[src/design/adc_cfg_consts.vh]
// Constants for the converter configuration register bank.
// Assumes inclusion by bare name from the design file; definitions only.
// Summary of operation
// - General control at 0x1, output format 0x2, averaging 0x3, eight bits, reset zero.
// - Writing one to root_mean_square_on clears the result and restarts the computation.
// - Check-code enable appends a check code to output and verifies incoming data.
// - Statistics off freezes min, max, latest; setting it clears them, then they track.
// - Clearing window_compare_on resets and disables the window comparator; setting enables.
// - conversion_trigger is write-only and always reads zero.
// - Normally a conversion starts on the 9th falling bus clock edge; clock held low.
// - Writing conversion_trigger starts a conversion with no clock stretching.
// - force_analog_all makes every channel an analog input regardless of other settings.
// - Writing one to calibration runs offset calibration; bit self-clears when finished.
// - Software reset returns all registers to defaults, reads zero, sets power_loss_flag.
// - test_pattern_out makes every conversion data read return 0xA5A above the 4-bit tag.
// - Tag field: 00 nothing, 01 channel id, 10 status flags, 11 reserved.
// - Output format bits 6 and 3..0 are reserved, read-only, read zero.
// - power_loss_flag is set on brown-out or power cycle; host writes one to clear.
// - averaging_ratio averages two to the field value samples, 0 none, 7 gives 128.
`ifndef ADC_CFG_CONSTS_VH
`define ADC_CFG_CONSTS_VH
// Register indices; byte address is four times the index
`define IDX_GENERAL 6'h01
`define IDX_FORMAT 6'h02
`define IDX_AVERAGING 6'h03
`define IDX_POWER 6'h10
`define IDX_IRQ_STATUS 6'h11
`define IDX_IRQ_ENABLE 6'h12
`define IDX_IRQ_CLEAR 6'h13
`define IDX_CONV_DATA 6'h14
`define IDX_STAT_MIN 6'h15
`define IDX_STAT_MAX 6'h16
`define IDX_STAT_LATEST 6'h17
`define IDX_RMS 6'h18
// General control bit positions
`define GEN_RMS 7
`define GEN_CRC 6
`define GEN_STATS 5
`define GEN_WINDOW 4
`define GEN_TRIGGER 3
`define GEN_FORCE 2
`define GEN_CAL 1
`define GEN_SOFT_RST 0
// Output format fields
`define FMT_PATTERN 7
`define FMT_TAG_HI 5
`define FMT_TAG_LO 4
`define FMT_WRITE_MASK 8'hb0
`define AVG_WRITE_MASK 8'h07
`define TAG_NONE 2'h0
`define TAG_CHANNEL 2'h1
`define TAG_STATUS 2'h2
`define TEST_PATTERN 12'ha5a
// Reset values
`define RESET_BYTE 8'h00
`define RESET_IRQ 4'h0
// Interrupt event bit positions
`define EV_CONV 0
`define EV_CAL 1
`define EV_WINDOW 2
`define EV_CRC 3
// Timing
`define CLK_MHZ 200
`define CONV_TIME_NS 1000
`define CAL_TIME_NS 10000
`define CONV_CYCLES ((`CONV_TIME_NS * `CLK_MHZ + 999) / 1000)
`define CAL_CYCLES ((`CAL_TIME_NS * `CLK_MHZ + 999) / 1000)
`define FRAME_EDGE 4'h9
`endif

[src/design/adc_general_and_output_config.v]
// Register bank and conversion control for an eight-channel converter.
// Assumes a classic Wishbone master on clk, a sampled two-wire bus clock and data,
// and a converter front end that presents a 12-bit sample on the same clock.
//
// Register access over Wishbone is this design's own decision.
`timescale 1ns/1ps
`include "adc_cfg_consts.vh"

module adc_general_and_output_config (
   input wire clk,
   input wire rst_n,
   input wire wb_cyc_i,
   input wire wb_stb_i,
   input wire wb_we_i,
   input wire [7:0] wb_adr_i,
   input wire [3:0] wb_sel_i,
   input wire [31:0] wb_dat_i,
   output reg [31:0] wb_dat_o,
   output wire wb_ack_o,
   input wire scl_i,
   input wire sda_i,
   output wire scl_o,
   output wire scl_oe,
   input wire brown_out_i,
   input wire [11:0] sample_i,
   input wire [2:0] channel_i,
   input wire [11:0] window_low_i,
   input wire [11:0] window_high_i,
   input wire crc_error_i,
   output wire crc_on,
   output wire force_analog_all,
   output reg [15:0] conv_data,
   output reg calibrate_busy,
   output wire irq
);

   // ==========================================================
   // State and storage
   localparam [2:0] ST_IDLE = 3'b001;
   localparam [2:0] ST_CONV = 3'b010;
   localparam [2:0] ST_DONE = 3'b100;
   localparam integer CONV_INT = `CONV_CYCLES;
   localparam integer CAL_INT = `CAL_CYCLES;
   localparam [15:0] CONV_N = CONV_INT[15:0];
   localparam [15:0] CAL_N = CAL_INT[15:0];

   reg [7:0] general_reg;
   reg [7:0] format_reg;
   reg [7:0] averaging_reg;
   reg power_loss_flag;
   reg [3:0] irq_status_reg;
   reg [3:0] irq_enable_reg;
   reg ack_reg;
   reg soft_rst_reg;
   reg [15:0] cal_count_reg;
   reg [2:0] state_reg;
   reg [15:0] conv_count_reg;
   reg [7:0] sample_count_reg;
   reg [18:0] acc_reg;
   reg stretch_reg;
   reg [11:0] stat_min_reg;
   reg [11:0] stat_max_reg;
   reg [11:0] stat_latest_reg;
   reg stats_clear_reg;
   reg window_alarm_reg;
   reg [27:0] rms_acc_reg;
   reg [4:0] rms_count_reg;
   reg [15:0] root_mean_square_value;
   reg [11:0] result_reg;
   reg [1:0] scl_sync;
   reg [1:0] sda_sync;
   reg [1:0] bo_sync;
   reg scl_prev;
   reg sda_prev;
   reg [3:0] edge_count_reg;
   reg in_frame_reg;

   wire bus_req = wb_cyc_i & wb_stb_i & ~ack_reg;
   wire wr = bus_req & wb_we_i & wb_sel_i[0];
   wire [5:0] idx = wb_adr_i[7:2];
   wire [7:0] wbyte = wb_dat_i[7:0];
   wire wr_general = wr && (idx == `IDX_GENERAL);
   wire [2:0] averaging_ratio = averaging_reg[2:0];
   wire root_mean_square_on = general_reg[`GEN_RMS];
   wire statistics_on = general_reg[`GEN_STATS];
   wire window_compare_on = general_reg[`GEN_WINDOW];
   wire test_pattern_out = format_reg[`FMT_PATTERN];
   wire [1:0] tag_select = format_reg[`FMT_TAG_HI:`FMT_TAG_LO];

   assign wb_ack_o = ack_reg;
   assign crc_on = general_reg[`GEN_CRC];
   assign force_analog_all = general_reg[`GEN_FORCE];

   // ==========================================================
   // Pin synchronisers: first stage is read only by the second
   always @(posedge clk) begin
      if (!rst_n) begin
         scl_sync <= 2'b11;
         sda_sync <= 2'b11;
         bo_sync <= 2'b00;
      end else begin
         scl_sync <= {scl_sync[0], scl_i};
         sda_sync <= {sda_sync[0], sda_i};
         bo_sync <= {bo_sync[0], brown_out_i};
      end
   end

   // ==========================================================
   // Bus frame tracking: start condition, then count falling clock edges
   wire scl_fall = scl_prev & ~scl_sync[1];
   wire frame_start = scl_sync[1] & sda_prev & ~sda_sync[1];
   wire frame_stop = scl_sync[1] & ~sda_prev & sda_sync[1];
   wire ninth_edge = in_frame_reg & scl_fall & (edge_count_reg == `FRAME_EDGE - 4'h1);

   always @(posedge clk) begin
      if (!rst_n) begin
         scl_prev <= 1'b1;
         sda_prev <= 1'b1;
         edge_count_reg <= 4'h0;
         in_frame_reg <= 1'b0;
      end else begin
         scl_prev <= scl_sync[1];
         sda_prev <= sda_sync[1];
         if (frame_start) begin
            in_frame_reg <= 1'b1;
            edge_count_reg <= 4'h0;
         end else if (frame_stop) begin
            in_frame_reg <= 1'b0;
         end else if (ninth_edge) begin
            // Only the first acknowledge slot of a frame starts a conversion
            in_frame_reg <= 1'b0;
         end else if (in_frame_reg && scl_fall) begin
            edge_count_reg <= edge_count_reg + 4'h1;
         end
      end
   end

   // ==========================================================
   // Wishbone: registered ack one cycle after the request, acks every request, unmapped reads zero
   always @(posedge clk) begin
      if (!rst_n) begin
         ack_reg <= 1'b0;
      end else begin
         ack_reg <= bus_req;
      end
   end

   // Read mux registered with the ack
   always @(posedge clk) begin
      if (!rst_n) begin
         wb_dat_o <= 32'h0000_0000;
      end else if (bus_req && !wb_we_i) begin
         if (idx == `IDX_GENERAL) begin
            // Trigger and soft reset never read back
            wb_dat_o <= {24'h00_0000, general_reg & 8'hf6};
         end else if (idx == `IDX_FORMAT) begin
            wb_dat_o <= {24'h00_0000, format_reg & `FMT_WRITE_MASK};
         end else if (idx == `IDX_AVERAGING) begin
            wb_dat_o <= {24'h00_0000, averaging_reg & `AVG_WRITE_MASK};
         end else if (idx == `IDX_POWER) begin
            wb_dat_o <= {31'h0000_0000, power_loss_flag};
         end else if (idx == `IDX_IRQ_STATUS) begin
            wb_dat_o <= {28'h000_0000, irq_status_reg};
         end else if (idx == `IDX_IRQ_ENABLE) begin
            wb_dat_o <= {28'h000_0000, irq_enable_reg};
         end else if (idx == `IDX_CONV_DATA) begin
            wb_dat_o <= {16'h0000, conv_data};
         end else if (idx == `IDX_STAT_MIN) begin
            wb_dat_o <= {20'h0_0000, stat_min_reg};
         end else if (idx == `IDX_STAT_MAX) begin
            wb_dat_o <= {20'h0_0000, stat_max_reg};
         end else if (idx == `IDX_STAT_LATEST) begin
            wb_dat_o <= {20'h0_0000, stat_latest_reg};
         end else if (idx == `IDX_RMS) begin
            wb_dat_o <= {16'h0000, root_mean_square_value};
         end else begin
            wb_dat_o <= 32'h0000_0000;
         end
      end
   end

   // ==========================================================
   // Configuration registers; soft reset takes one cycle to apply
   wire cal_done = calibrate_busy && (cal_count_reg == CAL_N - 16'h0001);

   always @(posedge clk) begin
      if (!rst_n || soft_rst_reg) begin
         general_reg <= `RESET_BYTE;
         format_reg <= `RESET_BYTE;
         averaging_reg <= `RESET_BYTE;
         irq_enable_reg <= `RESET_IRQ;
         soft_rst_reg <= 1'b0;
      end else begin
         if (wr_general) begin
            // Trigger and reset bits are never stored
            general_reg <= wbyte & 8'hf6;
            soft_rst_reg <= wbyte[`GEN_SOFT_RST];
         end else if (cal_done) begin
            general_reg[`GEN_CAL] <= 1'b0;
         end
         if (wr && idx == `IDX_FORMAT) begin
            format_reg <= wbyte & `FMT_WRITE_MASK;
         end
         if (wr && idx == `IDX_AVERAGING) begin
            averaging_reg <= wbyte & `AVG_WRITE_MASK;
         end
         if (wr && idx == `IDX_IRQ_ENABLE) begin
            irq_enable_reg <= wbyte[3:0];
         end
      end
   end

   // Power-loss flag: set at power-up, brown-out or soft reset; set beats clear
   always @(posedge clk) begin
      if (!rst_n) begin
         power_loss_flag <= 1'b1;
      end else if (bo_sync[1] || soft_rst_reg) begin
         power_loss_flag <= 1'b1;
      end else if (wr && idx == `IDX_POWER && wbyte[0]) begin
         power_loss_flag <= 1'b0;
      end
   end

   // ==========================================================
   // Offset calibration timer; a new write restarts it
   always @(posedge clk) begin
      if (!rst_n || soft_rst_reg) begin
         calibrate_busy <= 1'b0;
         cal_count_reg <= 16'h0000;
      end else if (wr_general && wbyte[`GEN_CAL]) begin
         calibrate_busy <= 1'b1;
         cal_count_reg <= 16'h0000;
      end else if (cal_done) begin
         calibrate_busy <= 1'b0;
      end else if (calibrate_busy) begin
         cal_count_reg <= cal_count_reg + 16'h0001;
      end
   end

   // ==========================================================
   // Conversion sequencer with averaging over 2^ratio samples
   wire sw_trigger = wr_general & wbyte[`GEN_TRIGGER];
   wire [7:0] samples_n = 8'h01 << averaging_ratio;
   wire sample_end = (state_reg == ST_CONV) && (conv_count_reg == CONV_N - 16'h0001);
   wire [18:0] acc_sum = acc_reg + {7'h00, sample_i};
   wire [18:0] acc_avg = acc_sum >> averaging_ratio;
   wire conv_done = (state_reg == ST_DONE);

   always @(posedge clk) begin
      if (!rst_n || soft_rst_reg) begin
         state_reg <= ST_IDLE;
         conv_count_reg <= 16'h0000;
         sample_count_reg <= 8'h00;
         acc_reg <= 19'h0_0000;
         stretch_reg <= 1'b0;
         result_reg <= 12'h000;
      end else begin
         case (state_reg)
            ST_IDLE: begin
               conv_count_reg <= 16'h0000;
               sample_count_reg <= 8'h00;
               acc_reg <= 19'h0_0000;
               if (sw_trigger) begin
                  state_reg <= ST_CONV;
                  stretch_reg <= 1'b0;
               end else if (ninth_edge) begin
                  state_reg <= ST_CONV;
                  stretch_reg <= 1'b1;
               end
            end
            ST_CONV: begin
               if (sample_end) begin
                  conv_count_reg <= 16'h0000;
                  acc_reg <= acc_sum;
                  sample_count_reg <= sample_count_reg + 8'h01;
                  if (sample_count_reg == samples_n - 8'h01) begin
                     state_reg <= ST_DONE;
                     result_reg <= acc_avg[11:0];
                  end
               end else begin
                  conv_count_reg <= conv_count_reg + 16'h0001;
               end
            end
            ST_DONE: begin
               state_reg <= ST_IDLE;
               stretch_reg <= 1'b0;
            end
            default: begin
               state_reg <= ST_IDLE;
            end
         endcase
      end
   end

   // Clock stretch: pull the bus clock low until the result is ready
   assign scl_o = 1'b0;
   assign scl_oe = stretch_reg;

   // ==========================================================
   // Output word: result or fixed pattern, plus optional 4-bit tag
   wire [11:0] out_code = test_pattern_out ? `TEST_PATTERN : result_reg;
   reg [3:0] tag_bits;

   always @* begin
      case (tag_select)
         `TAG_CHANNEL: tag_bits = {1'b0, channel_i};
         `TAG_STATUS: tag_bits = {crc_on, window_alarm_reg, calibrate_busy, power_loss_flag};
         default: tag_bits = 4'h0;
      endcase
   end

   always @(posedge clk) begin
      if (!rst_n) begin
         conv_data <= 16'h0000;
      end else begin
         conv_data <= {out_code, tag_bits};
      end
   end

   // ==========================================================
   // Statistics: cleared on enable, updated on each finished result
   always @(posedge clk) begin
      if (!rst_n || soft_rst_reg) begin
         stats_clear_reg <= 1'b0;
         stat_min_reg <= 12'hfff;
         stat_max_reg <= 12'h000;
         stat_latest_reg <= 12'h000;
      end else begin
         stats_clear_reg <= wr_general & wbyte[`GEN_STATS];
         if (stats_clear_reg) begin
            stat_min_reg <= 12'hfff;
            stat_max_reg <= 12'h000;
            stat_latest_reg <= 12'h000;
         end else if (statistics_on && conv_done) begin
            stat_latest_reg <= result_reg;
            if (result_reg < stat_min_reg) begin
               stat_min_reg <= result_reg;
            end
            if (result_reg > stat_max_reg) begin
               stat_max_reg <= result_reg;
            end
         end
      end
   end

   // ==========================================================
   // Window comparator: alarm while enabled and result leaves window
   always @(posedge clk) begin
      if (!rst_n || soft_rst_reg || !window_compare_on) begin
         window_alarm_reg <= 1'b0;
      end else if (conv_done) begin
         window_alarm_reg <= (result_reg < window_low_i) || (result_reg > window_high_i);
      end
   end

   // ==========================================================
   // Mean-square over 16 results, kept cheap; no square root taken
   wire [23:0] rms_square = result_reg * result_reg;
   wire [27:0] rms_sum = rms_acc_reg + {4'h0, rms_square};

   // Publish on the sixteenth result so the sum covers all sixteen
   always @(posedge clk) begin
      if (!rst_n || soft_rst_reg) begin
         rms_acc_reg <= 28'h000_0000;
         rms_count_reg <= 5'h00;
         root_mean_square_value <= 16'h0000;
      end else if (wr_general && wbyte[`GEN_RMS]) begin
         rms_acc_reg <= 28'h000_0000;
         rms_count_reg <= 5'h00;
         root_mean_square_value <= 16'h0000;
      end else if (root_mean_square_on && conv_done) begin
         if (rms_count_reg == 5'h0f) begin
            root_mean_square_value <= rms_sum[27:12];
            rms_acc_reg <= 28'h000_0000;
            rms_count_reg <= 5'h00;
         end else begin
            rms_acc_reg <= rms_sum;
            rms_count_reg <= rms_count_reg + 5'h01;
         end
      end
   end

   // ==========================================================
   // Interrupt status: sticky events, write-one-to-clear, set wins
   wire [3:0] events;
   assign events[`EV_CONV] = conv_done;
   assign events[`EV_CAL] = cal_done;
   assign events[`EV_WINDOW] = window_alarm_reg;
   assign events[`EV_CRC] = crc_on & crc_error_i;

   wire [3:0] irq_clear = (wr && idx == `IDX_IRQ_CLEAR) ? wbyte[3:0] : 4'h0;

   always @(posedge clk) begin
      if (!rst_n || soft_rst_reg) begin
         irq_status_reg <= `RESET_IRQ;
      end else begin
         irq_status_reg <= (irq_status_reg & ~irq_clear) | events;
      end
   end

   assign irq = |(irq_status_reg & irq_enable_reg);

endmodule

[config.mk]
export PLATFORM = sky130hd
export DESIGN_NAME = adc_general_and_output_config
export DESIGN_NICKNAME = d
export VERILOG_FILES = /design/src/design/adc_general_and_output_config.v
export VERILOG_INCLUDE_DIRS = /design/src /design/src/design
export SDC_FILE = /design/constraint.sdc
export NUM_CORES = 1
export LEC_CHECK = 0
export ABC_AREA = 1
export CAP_MARGIN = 20
export CELL_PAD_IN_SITES_DETAIL_PLACEMENT = 1
export CELL_PAD_IN_SITES_GLOBAL_PLACEMENT = 2
export CORE_ASPECT_RATIO = 1.2
export CORE_UTILIZATION = 40
export DETAILED_ROUTE_END_ITERATION = 8
export DONT_BUFFER_PORTS = 1
export PLACE_DENSITY = 0.87
export SLEW_MARGIN = 20
export SYNTH_ARGS = -nofsm -noshare
export SYNTH_HDL_FRONTEND = slang
export SYNTH_SLANG_ARGS = --single-unit
export TNS_END_PERCENT = 100
[constraint.sdc]
create_clock -name clk -period 15.45 [get_ports clk]
set_input_delay 3.09 -clock clk [delete_from_list [all_inputs] [get_ports clk]]
set_output_delay 3.09 -clock clk [all_outputs]
set_load 0.005 [all_outputs]
==> results by group <==
Timing
  • Final setup violating endpoints: 0
  • Clock skew: 0.0206 ns
  • Hold_ws: 0.424 ns
  • Slew margin rel.: between 20% and 30%
  • Fin crit share: around two fifths
  • Slew Limit Fails: 0
  • Peak Freq: around 160 MHz
  • Tmin final: a little over 6 ns
  • Setup TNS: 0 ns
  • Endpoints failing hold: 0
  • Worst Tran Pin Value: about 1.1 ns
  • RSZ-0062 raised after global routing: false

Worst setup path
  • Startpoint Class: register
  • Kind of critical path: register to register
  • Crit path max-delay family: adder cells
  • Crit path max fanout: 18
  • Critical Path Max Stage Delay: between 0.9 and 1 ns
  • Worst flop-to-flop path endpoint: root_mean_square_value[9]$_SDFFE_PP0P_
  • CP Cell Sequence: inv_1 -> fa_1 -> inv_1 -> fa_1 -> inv_1 -> fa_1 -> inv_1 -> fa_1 -> fa_1 -> ha_1 -> a21oi_1 -> o21ai_0 -> a21oi_1 -> nand2_1 -> a21oi_1 -> inv_1 -> nand2_1 -> nand2_1 -> o21ai_0 -> inv_1
  • Buf+Inv Stages, Crit Path: 6
  • Critical Path Sink Type: register
  • RR Startpoint: result_reg[6]$_SDFFE_PP0P_
  • Worst R2R Path Depth: 20
  • CP max stage cell: dfxtp_1
  • R2R setup slack: between 9 and 10 ns
  • Critical path arrival: 6.62 ns
  • Cell mode on critical path: inv_1
  • Required time worst endpoint: 15.93 ns
  • CP Launch Point: result_reg[6]$_SDFFE_PP0P_

Layout
  • # nets final: about 2700
  • Max reg flops: 28
  • Fillcell total: between 5000 and 6000
  • Non-Filler Instances: between 2000 and 3000
  • Fin area: approximately 19000 um^2
  • Area growth syn-to-layout: 8.37%
  • Share of post-route cells with drive strength above 1: 4.92%

Route
  • Met2 WL post-DR: 28.8 mm
  • Metal-1 WL: 22.9 mm
  • Residual DRC count: 0
  • DRT iter0 DRCs: ~480
  • Routed met3 length: between 1 and 1.5 mm
  • Antenna Violating Nets Remaining: 0
  • Drt wl/cell: about 18 um
  • Vias/cell: 5.29
  • DRT Pass-1 Iters: 5
  • Top routing layer in use: met5
  • WL final: 55.3 mm
  • Via count: 15800

Global routing
  • GRT Residual Overflow: 0
  • Total track usage: 25.3%
  • First-pass GRT wire length: 88.4 mm
  • Initial antenna violation count: 3
  • Vias in the first global route: around 17000
  • Largest net degree at the start of global routing: 59

Power
  • P_leak: 9.00 nW
  • PnR Total Power: between 1 and 1.5 mW
  • Power Density: about 74 nW/um^2
  • Peak VDD IR: between 0.07 and 0.08 mV

Die
  • Core ar.: around 43000 um^2
  • Chip width: roughly 190 um
  • Row cnt: 83
  • Die Y: 230 um
  • I/O Pins: roughly 150
  • Initial core utilization: about two fifths
  • Die area: 44300 um^2

Synthesis
  • Syn Area/Cell: approximately 7.1 um^2
  • Area leader, netlist: dfxtp_1
  • Top post-synthesis cells by area: dfxtp_1 27%, fa_1 12%, nand2_1 11%
  • Syn Inst Count: about 2400
  • Synth warn: 0
  • #FFs+latches synth: 231
  • Dominant synthesized flop cell: dfxtp_1
  • Yosys cell types: 56
  • Share of the synthesized area in the top cell type: 26.6%
  • Top post-synthesis cells by count: 511 x nand2_1, 455 x inv_1, 239 x a21oi_1
  • Post-synth EDFFs: 0
  • Cell Area, Synth: between 15000 and 20000 um^2
  • Synth async-reset ratio: 0%
  • Register area share after synthesis: 26.6%
  • Most frequent cell after synthesis: nand2_1

Clock network
  • Post-CTS Repair Setup Buffers: 0
  • CTS tree: done
  • Clock Tree Buf Depth: 3
  • Clock-pin slew on the worst setup and hold paths: approximately 0.06 ns
  • CTS root buffer: clkbuf_16
  • TritonCTS Sinks: about 230
  • Htree depth: 1
  • Hold_buf cts: 0
  • Insertion delay to the later sink of the worst-skew pair: around 0.58 ns
  • Post-CTS sizing: 0
  • Num CTS Buffers: 28

Min path
  • Min-Delay Endpoint: power_loss_flag$_SDFFE_PP1P_
  • Worst hold path startpoint: bo_sync[1]$_SDFF_PN0_
  • Hold Crit Class: register to register
  • Hold path cells: 2

Placement
  • DPL Wire Length: 43.1 mm
  • Post-DP Area: between 15000 and 20000 um^2
  • GPL Wtd Cong: 0.867
  • # port buffers: 0
  • Inst Count DP: between 2000 and 3000

Flow run
  • Max-Cap Viols: 0

Run status
  • Run status: finished, final reports clean
-- how the worst max path moves through the flow --
| stage | end | slack (ns) | cells after the start |
|---|---|---|---|
| 2_1_floorplan | root_mean_square_value[9]$_SDFFE_PP0P_ | 10.34 | 23 |
| 3_3_place_gp | root_mean_square_value[9]$_SDFFE_PP0P_ | 9.35 | 20 |
| 3_5_place_dp | root_mean_square_value[9]$_SDFFE_PP0P_ | 9.21 | 20 |
| 4_1_cts | root_mean_square_value[9]$_SDFFE_PP0P_ | 9.23 | 20 |
| 5_1_grt | root_mean_square_value[9]$_SDFFE_PP0P_ | 9.04 | 20 |
| 6_report | root_mean_square_value[9]$_SDFFE_PP0P_ | 9.31 | 20 |
-- layer usage --
metal	global-route usage, %	vias to the layer above
met5	0	-
met4	9.79	2
met3	2.83	98
met2	47.1	185
met1	29.2	7775
li1	-	7782
-- area by class of cell --
| cell class | instances | area (um^2) | share of cell area (%) |
|---|---|---|---|
| Inverter | 469 | 1770 | 9.37 |
| Clock inverter | 17 | 279 | 1.48 |
| Timing Repair Buffer | 12 | 90.1 | 0.478 |
| Antenna cell | 2 | 5.00 | 0.0266 |
| Clock buffer | 35 | 757 | 4.02 |
| Tap cell | 552 | 691 | 3.67 |
| Multi-Input combinational cell | 1677 | 10600 | 56.4 |
| Sequential cell | 231 | 4620 | 24.6 |
-- through the flow --
stage / util, % / setup slack [ns]
6_report: 44.0 / 9.31
4_1_cts: 44.0 / 9.23
5_1_grt: 44.0 / 9.04
3_5_place_dp: 41.6 / 9.21
3_3_place_gp: 41.6 / 9.35
2_1_floorplan: - / 10.34
-- kinds of logic (layout without fill, tap and decap cells) --
| logic type | Yosys count | count (layout) | share of synthesized area (%) |
|---|---|---|---|
| XOR/XNOR | 30 | 30 | 1.51 |
| AND/OR/NAND/NOR | 939 | 939 | 23.6 |
| flip-flops | 231 | 231 | 26.6 |
| AO/OA/AOI/OAI | 457 | 457 | 14.5 |
| other | 1 | 19 | 0.0216 |
| adder cells (fa/ha/maj) | 234 | 234 | 21.2 |
| buffers and inverters | 556 | 533 | 12.6 |
-- cell usage in the layout (no fill, tap or decap), types with 28 or more instances in the layout --
cell / count
dfxtp_1: 231
fa_1: 100
ha_1: 134
nand4_1: 31
nand3_1: 158
nor3_1: 30
nor2_1: 135
clkbuf_16: 28
o21ai_0: 130
nand2_1: 511
inv_1: 455
a21oi_1: 239
-- worst register-to-register path, cell delays in order, from the launching register on --
cell,delay (ns)
dfxtp_1,0.95
inv_1,0.37
fa_1,0.61
inv_1,0.05
fa_1,0.48
inv_1,0.06
fa_1,0.53
inv_1,0.06
fa_1,0.50
fa_1,0.52
ha_1,0.37
a21oi_1,0.29
o21ai_0,0.16
a21oi_1,0.30
nand2_1,0.12
a21oi_1,0.28
inv_1,0.08
nand2_1,0.06
nand2_1,0.07
o21ai_0,0.16
inv_1,0.05
-- power breakdown --
part	switching [mW]	internal, mW
Sequential	0.00129	0.598
Combinational	0.0424	0.0123
Clock	0.292	0.451
Total	0.335	1.06
(Power assumes the default switching activity.)
